**src/verilog/dtmr_pkg.sv**
```systemverilog
// Package for the dual timer pin routing and configuration block.
// Assumes a single 10 MHz system clock and a synchronous active-low reset.
`default_nettype none
package dtmr_pkg;
   // -----------------------------------------------------------------
   // Mode selector values for indirect register access
   // -----------------------------------------------------------------
   localparam logic [4:0] SEL_READ_CFG = 5'h06;
   localparam logic [4:0] SEL_WRITE_CFG = 5'h16;
   // -----------------------------------------------------------------
   // Configuration register fields
   // -----------------------------------------------------------------
   localparam int CFG_WRAP_BIT = 7;
   localparam int CFG_CAP_EDGE_BIT = 6;
   localparam int CFG_EVT_EDGE_BIT = 5;
   localparam int CFG_PS_LSB = 2;
   localparam int CFG_PS_MSB = 4;
   localparam int CFG_MODE_LSB = 0;
   localparam int CFG_MODE_MSB = 1;
   localparam logic [7:0] CFG_RESET = 8'h00;
   localparam logic [7:0] RTC_WRAP_FROM = 8'hFF;
   localparam int SYNC_STAGES = 3;
   typedef enum logic [1:0] {
      DTMR_SW_TIMER,
      DTMR_WAVEFORM,
      DTMR_CAPTURE,
      DTMR_EVENT
   } dtmr_mode_t;
endpackage
`default_nettype wire

```
**src/verilog/dtmr_top.sv**
```systemverilog
// Pin routing and configuration registers of the two 16-bit timers.
// Assumes the core presents a mode selector and a port-indexed move strobe.
`timescale 1ns/1ps
`default_nettype none
module dtmr_top (
   input wire logic I_CLK,
   input wire logic I_RST_B,
   input wire logic [4:0] I_MODE_SEL,
   input wire logic I_MOVE_B,
   input wire logic I_MOVE_C,
   input wire logic [7:0] I_WDATA,
   input wire logic [7:0] I_RT_COUNTER,
   input wire logic I_RT_TICK,
   input wire logic I_PORTB_BIT4,
   input wire logic I_PORTB_BIT5,
   input wire logic I_PORTB_BIT7,
   input wire logic I_PORTC_BIT0,
   input wire logic I_PORTC_BIT1,
   input wire logic I_PORTC_BIT3,
   input wire logic I_T1_WAVE,
   input wire logic I_T2_WAVE,
   output logic [7:0] O_RDATA,
   output logic O_PORTB_BIT6,
   output logic O_PORTC_BIT2,
   output logic [1:0] O_T1_MODE,
   output logic [1:0] O_T2_MODE,
   output logic O_T1_TICK,
   output logic O_T2_TICK,
   output logic O_T1_CAP1,
   output logic O_T1_CAP2,
   output logic O_T2_CAP1,
   output logic O_T2_CAP2,
   output logic O_T1_EVENT,
   output logic O_T2_EVENT
);
   // -----------------------------------------------------------------
   // Register access decode
   // -----------------------------------------------------------------
   logic wr1;
   logic wr2;
   logic [6:0] cfg1;
   logic [6:0] cfg2;
   logic tick1;
   logic tick2;
   logic wrap_flag;
   logic next_wrap_flag;
   logic [7:0] rdata;
   logic [7:0] next_rdata;
   logic wrap_evt;
   logic clr_wrap;
   assign wr1 = I_MOVE_B && (I_MODE_SEL == dtmr_pkg::SEL_WRITE_CFG);
   assign wr2 = I_MOVE_C && (I_MODE_SEL == dtmr_pkg::SEL_WRITE_CFG);
   dtmr_cfg u_cfg1 (
      .i_clk(I_CLK),
      .i_rst_b(I_RST_B),
      .i_wr(wr1),
      .i_wdata(I_WDATA[6:0]),
      .o_cfg(cfg1),
      .o_tick(tick1)
   );
   dtmr_cfg u_cfg2 (
      .i_clk(I_CLK),
      .i_rst_b(I_RST_B),
      .i_wr(wr2),
      .i_wdata(I_WDATA[6:0]),
      .o_cfg(cfg2),
      .o_tick(tick2)
   );
   // -----------------------------------------------------------------
   // Real-time counter wrap flag and read data
   // -----------------------------------------------------------------
   always_comb begin
      wrap_evt = I_RT_TICK && (I_RT_COUNTER == dtmr_pkg::RTC_WRAP_FROM);
      clr_wrap = wr1 && !I_WDATA[dtmr_pkg::CFG_WRAP_BIT];
      next_wrap_flag = wrap_flag;
      if (wrap_evt) begin
         next_wrap_flag = 1'b1;
      end else if (clr_wrap) begin
         next_wrap_flag = 1'b0;
      end
      next_rdata = rdata;
      if (I_MODE_SEL == dtmr_pkg::SEL_READ_CFG) begin
         if (I_MOVE_B) begin
            next_rdata = {wrap_flag, cfg1};
         end else if (I_MOVE_C) begin
            next_rdata = {1'b0, cfg2};
         end
      end
   end
   always_ff @(posedge I_CLK) begin
      if (!I_RST_B) begin
         wrap_flag <= 1'b0;
         rdata <= 8'h00;
      end else begin
         wrap_flag <= next_wrap_flag;
         rdata <= next_rdata;
      end
   end
   assign O_RDATA = rdata;
   // -----------------------------------------------------------------
   // Pin synchronisers and edge selection
   // -----------------------------------------------------------------
   logic [5:0] pins;
   logic [5:0] rise;
   logic [5:0] edges;
   assign pins = {I_PORTC_BIT3, I_PORTC_BIT1, I_PORTC_BIT0, I_PORTB_BIT7, I_PORTB_BIT5, I_PORTB_BIT4};
   assign rise = {cfg2[dtmr_pkg::CFG_EVT_EDGE_BIT], {2{cfg2[dtmr_pkg::CFG_CAP_EDGE_BIT]}},
                  cfg1[dtmr_pkg::CFG_EVT_EDGE_BIT], {2{cfg1[dtmr_pkg::CFG_CAP_EDGE_BIT]}}};
   genvar g;
   generate
      for (g = 0; g < 6; g++) begin : g_sync
         dtmr_sync u_sync (
            .i_clk(I_CLK),
            .i_rst_b(I_RST_B),
            .i_pin(pins[g]),
            .i_rise_sel(rise[g]),
            .o_level(),
            .o_edge(edges[g])
         );
      end
   endgenerate
   // -----------------------------------------------------------------
   // Mode-dependent outputs
   // -----------------------------------------------------------------
   logic [1:0] mode1;
   logic [1:0] mode2;
   logic [12:0] next_outs;
   logic [12:0] outs;
   assign mode1 = cfg1[dtmr_pkg::CFG_MODE_MSB:dtmr_pkg::CFG_MODE_LSB];
   assign mode2 = cfg2[dtmr_pkg::CFG_MODE_MSB:dtmr_pkg::CFG_MODE_LSB];
   always_comb begin
      next_outs = 13'h0000;
      next_outs[0] = (mode1 == dtmr_pkg::DTMR_WAVEFORM) || (mode1 == dtmr_pkg::DTMR_CAPTURE) ? I_T1_WAVE : 1'b0;
      next_outs[1] = (mode2 == dtmr_pkg::DTMR_WAVEFORM) || (mode2 == dtmr_pkg::DTMR_CAPTURE) ? I_T2_WAVE : 1'b0;
      next_outs[2] = (mode1 == dtmr_pkg::DTMR_EVENT) ? edges[2] : tick1;
      next_outs[3] = (mode2 == dtmr_pkg::DTMR_EVENT) ? edges[5] : tick2;
      next_outs[4] = (mode1 == dtmr_pkg::DTMR_CAPTURE) && edges[0];
      next_outs[5] = (mode1 == dtmr_pkg::DTMR_CAPTURE) && edges[1];
      next_outs[6] = (mode2 == dtmr_pkg::DTMR_CAPTURE) && edges[3];
      next_outs[7] = (mode2 == dtmr_pkg::DTMR_CAPTURE) && edges[4];
      next_outs[8] = (mode1 == dtmr_pkg::DTMR_EVENT) && edges[2];
      next_outs[9] = (mode2 == dtmr_pkg::DTMR_EVENT) && edges[5];
   end
   always_ff @(posedge I_CLK) begin
      if (!I_RST_B) begin
         outs <= 13'h0000;
      end else begin
         outs <= next_outs;
      end
   end
   assign O_PORTB_BIT6 = outs[0];
   assign O_PORTC_BIT2 = outs[1];
   assign O_T1_TICK = outs[2];
   assign O_T2_TICK = outs[3];
   assign O_T1_CAP1 = outs[4];
   assign O_T1_CAP2 = outs[5];
   assign O_T2_CAP1 = outs[6];
   assign O_T2_CAP2 = outs[7];
   assign O_T1_EVENT = outs[8];
   assign O_T2_EVENT = outs[9];
   assign O_T1_MODE = mode1;
   assign O_T2_MODE = mode2;
endmodule // dtmr_top
`default_nettype wire

```
**src/verilog/dtmr_sync.sv**
```systemverilog
// Three-stage input synchroniser with edge detection.
// Assumes an asynchronous pin input and the system clock.
`timescale 1ns/1ps
`default_nettype none
module dtmr_sync (
   input wire logic i_clk,
   input wire logic i_rst_b,
   input wire logic i_pin,
   input wire logic i_rise_sel,
   output logic o_level,
   output logic o_edge
);
   logic [2:0] stage;
   logic [2:0] next_stage;
   always_comb begin
      next_stage = {stage[1:0], i_pin};
   end
   always_ff @(posedge i_clk) begin
      if (!i_rst_b) begin
         stage <= 3'h0;
      end else begin
         stage <= next_stage;
      end
   end
   // Stage 2 and 3 compared only; stage 1 feeds stage 2 alone.
   assign o_level = stage[2];
   assign o_edge = i_rise_sel ? (stage[1] & ~stage[2]) : (~stage[1] & stage[2]);
endmodule // dtmr_sync
`default_nettype wire

```
**src/verilog/dtmr_cfg.sv**
```systemverilog
// One timer's configuration register with its prescale decoding; edge selection is decoded in the top level.
// Assumes pins already synchronised by the top level.
`timescale 1ns/1ps
`default_nettype none
module dtmr_cfg (
   input wire logic i_clk,
   input wire logic i_rst_b,
   input wire logic i_wr,
   input wire logic [6:0] i_wdata,
   output logic [6:0] o_cfg,
   output logic o_tick
);
   logic [6:0] cfg;
   logic [6:0] next_cfg;
   logic [6:0] div;
   logic [6:0] next_div;
   logic [2:0] ps;
   always_comb begin
      next_cfg = i_wr ? i_wdata : cfg;
      ps = cfg[dtmr_pkg::CFG_PS_MSB:dtmr_pkg::CFG_PS_LSB];
      next_div = div + 7'h01;
   end
   always_ff @(posedge i_clk) begin
      if (!i_rst_b) begin
         cfg <= dtmr_pkg::CFG_RESET[6:0];
         div <= 7'h00;
      end else begin
         cfg <= next_cfg;
         div <= next_div;
      end
   end
   // Tick once every 2**ps system clocks.
   assign o_tick = (ps == 3'h0) ? 1'b1 : ((div & ((7'h01 << ps) - 7'h01)) == 7'h00);
   assign o_cfg = cfg;
endmodule // dtmr_cfg
`default_nettype wire

```
**config.mk**
```make
export PLATFORM = sky130hd
export DESIGN_NAME = dtmr_top
export DESIGN_NICKNAME = d
export VERILOG_FILES = /design/src/verilog/dtmr_pkg.sv /design/src/verilog/dtmr_top.sv /design/src/verilog/dtmr_sync.sv /design/src/verilog/dtmr_cfg.sv
export SDC_FILE = /design/constraint.sdc
export NUM_CORES = 1
export LEC_CHECK = 0
export BUFFER_PORTS_ARGS = -buffer_cell sky130_fd_sc_hd__buf_2
export CAP_MARGIN = 0
export CORE_MARGIN = 5
export CORE_UTILIZATION = 55
export CTS_CLUSTER_DIAMETER = 50
export CTS_CLUSTER_SIZE = 25
export DETAILED_ROUTE_END_ITERATION = 16
export PLACE_DENSITY = 0.83
export SLEW_MARGIN = 40
export SYNTH_ARGS = -nofsm -noshare
export SYNTH_HDL_FRONTEND = slang
export SYNTH_SLANG_ARGS = --single-unit
export TNS_END_PERCENT = 10
```
**constraint.sdc**
```tcl
create_clock -name I_CLK -period 4.35 [get_ports I_CLK]
set_input_delay 0.87 -clock I_CLK [delete_from_list [all_inputs] [get_ports I_CLK]]
set_output_delay 0.87 -clock I_CLK [all_outputs]
set_load 0.01 [all_outputs]
```
# Yosys cells after proc, flatten, opt, wreduce, memory -nomap -nowiden
# Cells that the tools add are included.
classes:
  muxes: 14
  n_addsub: 4
  n_eq_ne: 9
  n_reduce_logical: 22
  bitwise_logic: 26
  shifts: 2
op_table:
  columns: ["cell", "count"]
  rows:
  - ["2-to-1 mux 8 bit", 2]
  - ["adder 7 x 1 -> 7 bit, second input constant", 2]
  - ["bitwise AND 7 bit", 2]
  - ["logical NOT 7 bit", 2]
  - ["left shift 1 x 3 -> 7 bit, first input constant", 2]
  - ["subtractor 7 x 1 -> 7 bit, second input constant", 2]
  - ["bitwise AND 1 bit", 12]
  - ["2-to-1 mux 1 bit", 12]
  - ["NOT 1 bit", 12]
  - ["logical AND 1 bit", 10]
  - ["== test 2 bit, second input constant", 4]
  - ["== test 8 bit, second input constant", 1]
  - ["logical NOT 3 bit", 2]
  - ["AND reduction 2 bit", 3]
  - ["== test 5 x 3 -> 1 bit, second input constant", 1]
  - ["== test 5 bit, second input constant", 1]
  - ["== test 2 x 1 -> 1 bit, second input constant", 2]
  - ["nonzero test 2 bit", 2]
  - ["logical OR 1 bit", 2]
  - ["logical NOT 1 bit", 1]
word_totals:
  reg_bits: 65
  out_inout_bits: 22
  word_cells: 92
  in_bits: 34

# Logic depth before layout (Yosys ltp)
depth:
  ltp_word: 6
  ltp_mapped: 8
  depth_no_buf: 7

# By module
# A second synthesis with hierarchy kept.
hier_totals:
  cells_unflattened: 280
  area_unflattened_um2: 2881.5
by_module_without_submodules:
  columns: ["module", "area_each_um2", "n_inst", "seq_area_each_um2", "cells_per_inst"]
  rows:
  - ["dtmr_top", 839.6, 1, 380.4, 78]
  - ["dtmr_cfg (u_cfg1)", 716.9, 1, 280.3, 74]
  - ["dtmr_cfg (u_cfg2)", 709.4, 1, 280.3, 74]
  - ["dtmr_sync", 102.6, 6, 60.1, 9]

# Least setup slack after synthesis
# OpenSTA, ideal clock, no wires.
synth_timing:
  path_type: "register -> register"
  startpoint: "register u_cfg1.cfg[2] (netlist: u_cfg1.o_cfg[2])"
  endpoint: "register outs[2]"
  setup_slack_ps: 2352
  synth_period_minus_slack_ps: 1998
  stages_incl_launch_ff: 8
  required_time_ps: 4228
  n_path_buf: 0
  setup_time_ps: 122
  t_arrival_ps: 1876
  cell_sequence: "dfxtp_1 > inv_1 > or3_2 > ha_1 > or3_1 > a21boi_0 > o21ai_0 > a311o_1"
synth_via:
  elab_chain_len: 6
  word_cells_on_any_way: 7
  classes_between: "1 x add/sub; 1 x shift; 2 x mux; 1 x bitwise; 2 x reduce/logical"
synth_lines:
  columns: ["element", "line_no", "source"]
  rows:
  - ["start, declared", "dtmr_cfg.sv:13", "logic [6:0] cfg;"]
  - ["start signal, assigned", "dtmr_cfg.sv:25", "cfg <= dtmr_pkg::CFG_RESET[6:0];"]
  - ["start signal, assigned", "dtmr_cfg.sv:28", "cfg <= next_cfg;"]
  - ["left shift 1 x 3 -> 7 bit", "dtmr_cfg.sv:33", "assign o_tick = (ps == 3'h0) ? 1'b1 : ((div & ((7'h01 << ps) - 7'h01)) == 7'h00);"]
  - ["subtractor 7 x 1 -> 7 bit", "dtmr_cfg.sv:33", null]
  - ["bitwise AND 7 bit", "dtmr_cfg.sv:33", null]
  - ["logical NOT 7 bit", "dtmr_cfg.sv:33", null]
  - ["2-to-1 mux 1 bit (*)", "dtmr_cfg.sv:33", null]
  - ["2-to-1 mux 1 bit (*)", "dtmr_top.sv:135", "next_outs[2] = (mode1 == dtmr_pkg::DTMR_EVENT) ? edges[2] : tick1;"]
  - ["end signal, assigned", "dtmr_top.sv:148", "outs <= next_outs;"]
  - ["end, declared", "dtmr_top.sv:128", "logic [12:0] outs;"]
# Every way passes the cells marked *; elsewhere a longest branch is shown, timed or not.
# A chain may end at the register's enable or synchronous reset.

# Worst setup path after layout
# Ends and elaborated chain as after synthesis.

==> results.cfg <==
[outcome]
status = finished, final reports clean

[cts]
post_cts.repair.setup_buffers = 0
tritoncts = done
clock_latency_ps = 340
tritoncts.num_buffers = 9
cts_buffer_depth = 2
cts_resized = 0
cts_root_buf = sky130_fd_sc_hd__clkbuf_8
cts-htree-levels = 3
cts.sink_count = 65
clk_transition_reported_paths_ps = 70
hold_buffers = 0

[routing]
first_pass_iters = 4
detail_route.wirelength_mm = 5.237
drt-initial-drc-count = 138
total_vias_in_the_final_route = 2071
detail-route-antenna-nets = 0
vias_per_cell = 5.051
drc = 0
post_drt_wl_per_cell_microns = 12.77

[worst_setup_path]
cp-start-kind = flip-flop
crit_path_max_fanout = 7
critPathMaxStageDelay_ps = 480
reg2reg_setup_slack_ps = 2170
crit_type = reg -> reg
critical_path_required_ps = 4580
worstReg2RegStart = u_cfg1.o_cfg[2]
cell_chain_critical_path = inv_1 -> or3_2 -> ha_1 -> or3_1 -> a21boi_0 -> o21ai_0 -> a311o_1
cp-startpoint = u_cfg1.o_cfg[2]
worst_path_max_delay_cell = sky130_fd_sc_hd__or3_2
worst_ep_arrival_time_ps = 2410
cp-end-kind = flip-flop

[floorplan]
design.core.area_sq_um = 5042
die_height_microns = 81.58
core.rowCount = 26
chipWidth_microns = 81.58
start_util_pct = 55.88
io_pins = 56
dieArea_sq_um = 6654

[timing]
whs_ps = 434.7
worst_slew_pin_slew_ps = 583.8
setup_viol = 0
fin_crit_ps = 2177
timing_hold_violations_final = 0
finalClockSkew_ps = 6.149
maxSlewViolCount = 0
timing.slew.headroom_pct = 61.04
rsz_0062_raised_after_global_routing = false
finalSetupTns_ps = 0
fmaxAchievable_ghz = 0.4593
fin_crit_sh_pct = 50.06

[power_and_ir_drop]
total_power_mw = 1.189
clockPowerShare_pct = 42.4
static-leakage-power_nw = 1.544
power.share.switching_pct = 22.35
vdd.ir_drop.worst_mv = 0.2414
pwr_density_cell_nw_per_um2 = 361.8
power.net_switching_mw = 0.2658
cellInternalPower_mw = 0.9233
seq_power_share_pct = 52.2
pwr-share-comb_pct = 5.4

[final_layout]
layout_common_cells = sky130_fd_sc_hd__dfxtp_1 (65), sky130_fd_sc_hd__buf_2 (55), sky130_fd_sc_hd__and2_1 (27)
final_net_count = 377
syn2layout_area_growth_pct = 16.65
nFillCells = 423
post_layout_nonfiller_instances = 410
most_common_cell_after_layout_fill_and_taps_aside = sky130_fd_sc_hd__dfxtp_1
finalCoreUtilization_pct = 65.19
layout_cells_sized_above_1_pct = 24.12
antenna-diode-count = 0

[flow_run]
maxCapViolations = 0

[worst_hold_path]
timing.hold.worst.start = g_sync[1].u_sync.stage[0]
hp-class = reg -> reg

[yosys]
synth-edff-count = 0
netlist_instances = 284
synthDominantAreaCellType = sky130_fd_sc_hd__dfxtp_1
synth-main-ff-cell = sky130_fd_sc_hd__dfxtp_1
postSynth.asyncResetShare_pct = 0
postSynthNetCount = 326
ys_seq_area_share_pct = 46.18
synth_cell_types = 39
synthesis.area_per_instance_sq_um = 9.921
yosys_warnings = 0
synth_top_cells_by_area = sky130_fd_sc_hd__dfxtp_1 (46%), sky130_fd_sc_hd__mux2i_1 (7.5%), sky130_fd_sc_hd__and2_1 (6.0%)
ys_seq_elements = 65
yosys.area.top_type_share_pct = 46.18
synthesis.area_sq_um = 2818

[global_routing]
grt_pass1_vias = 1947
wire_length_of_the_first_global_routing_pass_mm = 8.769
grt_antenna_before_repair = 0
maximum_number_of_pins_on_one_net_before_global_route_repair = 46
total_global_route_track_usage_pct = 17.65
grt-ovfl-total = 0

[placed_design]
routabilityCongestion = 0.8218
dp_hpwl_mm = 3.863
buffers_on_ports = 55
post-place-cells = 394
## worst max-delay path: cells and delay by family, from the launching register on
family                   cells  cell delay (ps)
buffers and inverters        1               90
AO/OA/AOI/OAI                3              560
flip-flops                   1              420
AND/OR/NAND/NOR              2              780
adder cells (fa/ha/maj)      1              230
## registers in the layout (all words and copies together), names as in the netlist
name                 count
g_sync.u_sync.stage     18
u_cfg1.div               7
u_cfg2.o_cfg             7
u_cfg2.div               7
u_cfg1.o_cfg             7
O_RDATA                  8
wrap_flag                1
outs                    10
## routing by layer
metal  up-vias  part of all wire [%]  GRT usage, %
met5         -                     0             0
met4         0                   2.4         9.967
met3        11                   6.3         4.605
met2        60                    46         29.72
met1       939                    45         20.25
li1       1061                     -             -
## synth_stat cells (4+ instances only)
cell and instances:
sky130_fd_sc_hd__inv_1 8, sky130_fd_sc_hd__a21oi_1 6, sky130_fd_sc_hd__nand2_1 21, sky130_fd_sc_hd__and3_1 4
sky130_fd_sc_hd__buf_4 5, sky130_fd_sc_hd__o21ai_0 5, sky130_fd_sc_hd__mux2i_1 21, sky130_fd_sc_hd__clkbuf_1 6
sky130_fd_sc_hd__ha_1 8, sky130_fd_sc_hd__nand3_1 4, sky130_fd_sc_hd__nor2b_1 25, sky130_fd_sc_hd__xnor2_1 8
sky130_fd_sc_hd__nor2_1 18, sky130_fd_sc_hd__a21o_1 4, sky130_fd_sc_hd__dfxtp_1 65, sky130_fd_sc_hd__o211a_1 7
sky130_fd_sc_hd__and2_1 27
## through the flow
step / area (sq um) / setup WS (ps)
after detailed placement: 3090 / 2037
after floorplan: 2818 / 2352
after CTS: 3287 / 2178
after global routing: 3287 / 1993
after global placement: 3090 / 2123
final: 3287 / 2173
## power by group through the flow
| stage | Clock, mW | Sequential (mW) | Combinational, mW |
|---|---|---|---|
| after floorplan | 0 | 0.632 | 0.0400 |
| after global placement | 0 | 0.634 | 0.0632 |
| after detailed placement | 0 | 0.634 | 0.0650 |
| after CTS | 0.515 | 0.620 | 0.0654 |
| after global routing | 0.542 | 0.622 | 0.0733 |
| final | 0.504 | 0.620 | 0.0643 |
## final cells by class
cell class / count / area, sq um / share of cell area [%]
Tap cell: 70 / 87.58 / 2.665
Multi-Input combinational cell: 195 / 1389 / 42.25
Inverter: 8 / 30.03 / 0.9136
Sequential cell: 65 / 1301 / 39.59
Clock inverter: 5 / 55.05 / 1.675
Clock buffer: 11 / 141.4 / 4.301
Timing Repair Buffer: 56 / 282.8 / 8.603
## logic make-up (layout without fill, tap and decap cells)
kind of cell    after synthesis  in the layout  synth area share [%]
fa+ha+maj                     8              8                 3.553
simple gates                118            118                 24.07
mux                          21             21                 7.460
xor+xnor                     10             10                 3.109
buf+inv                      24             80                 4.529
compound gates               38             38                 11.10
flops                        65             65                 46.18
## path summary, 6_finish.rpt
kind,endpoint,cells past startpoint
max,outs[2],7
min,g_sync[1].u_sync.stage[1],1
min reg2reg,g_sync[1].u_sync.stage[1],1
max reg2reg,outs[2],7
Power figures use the tool's default switching activity.
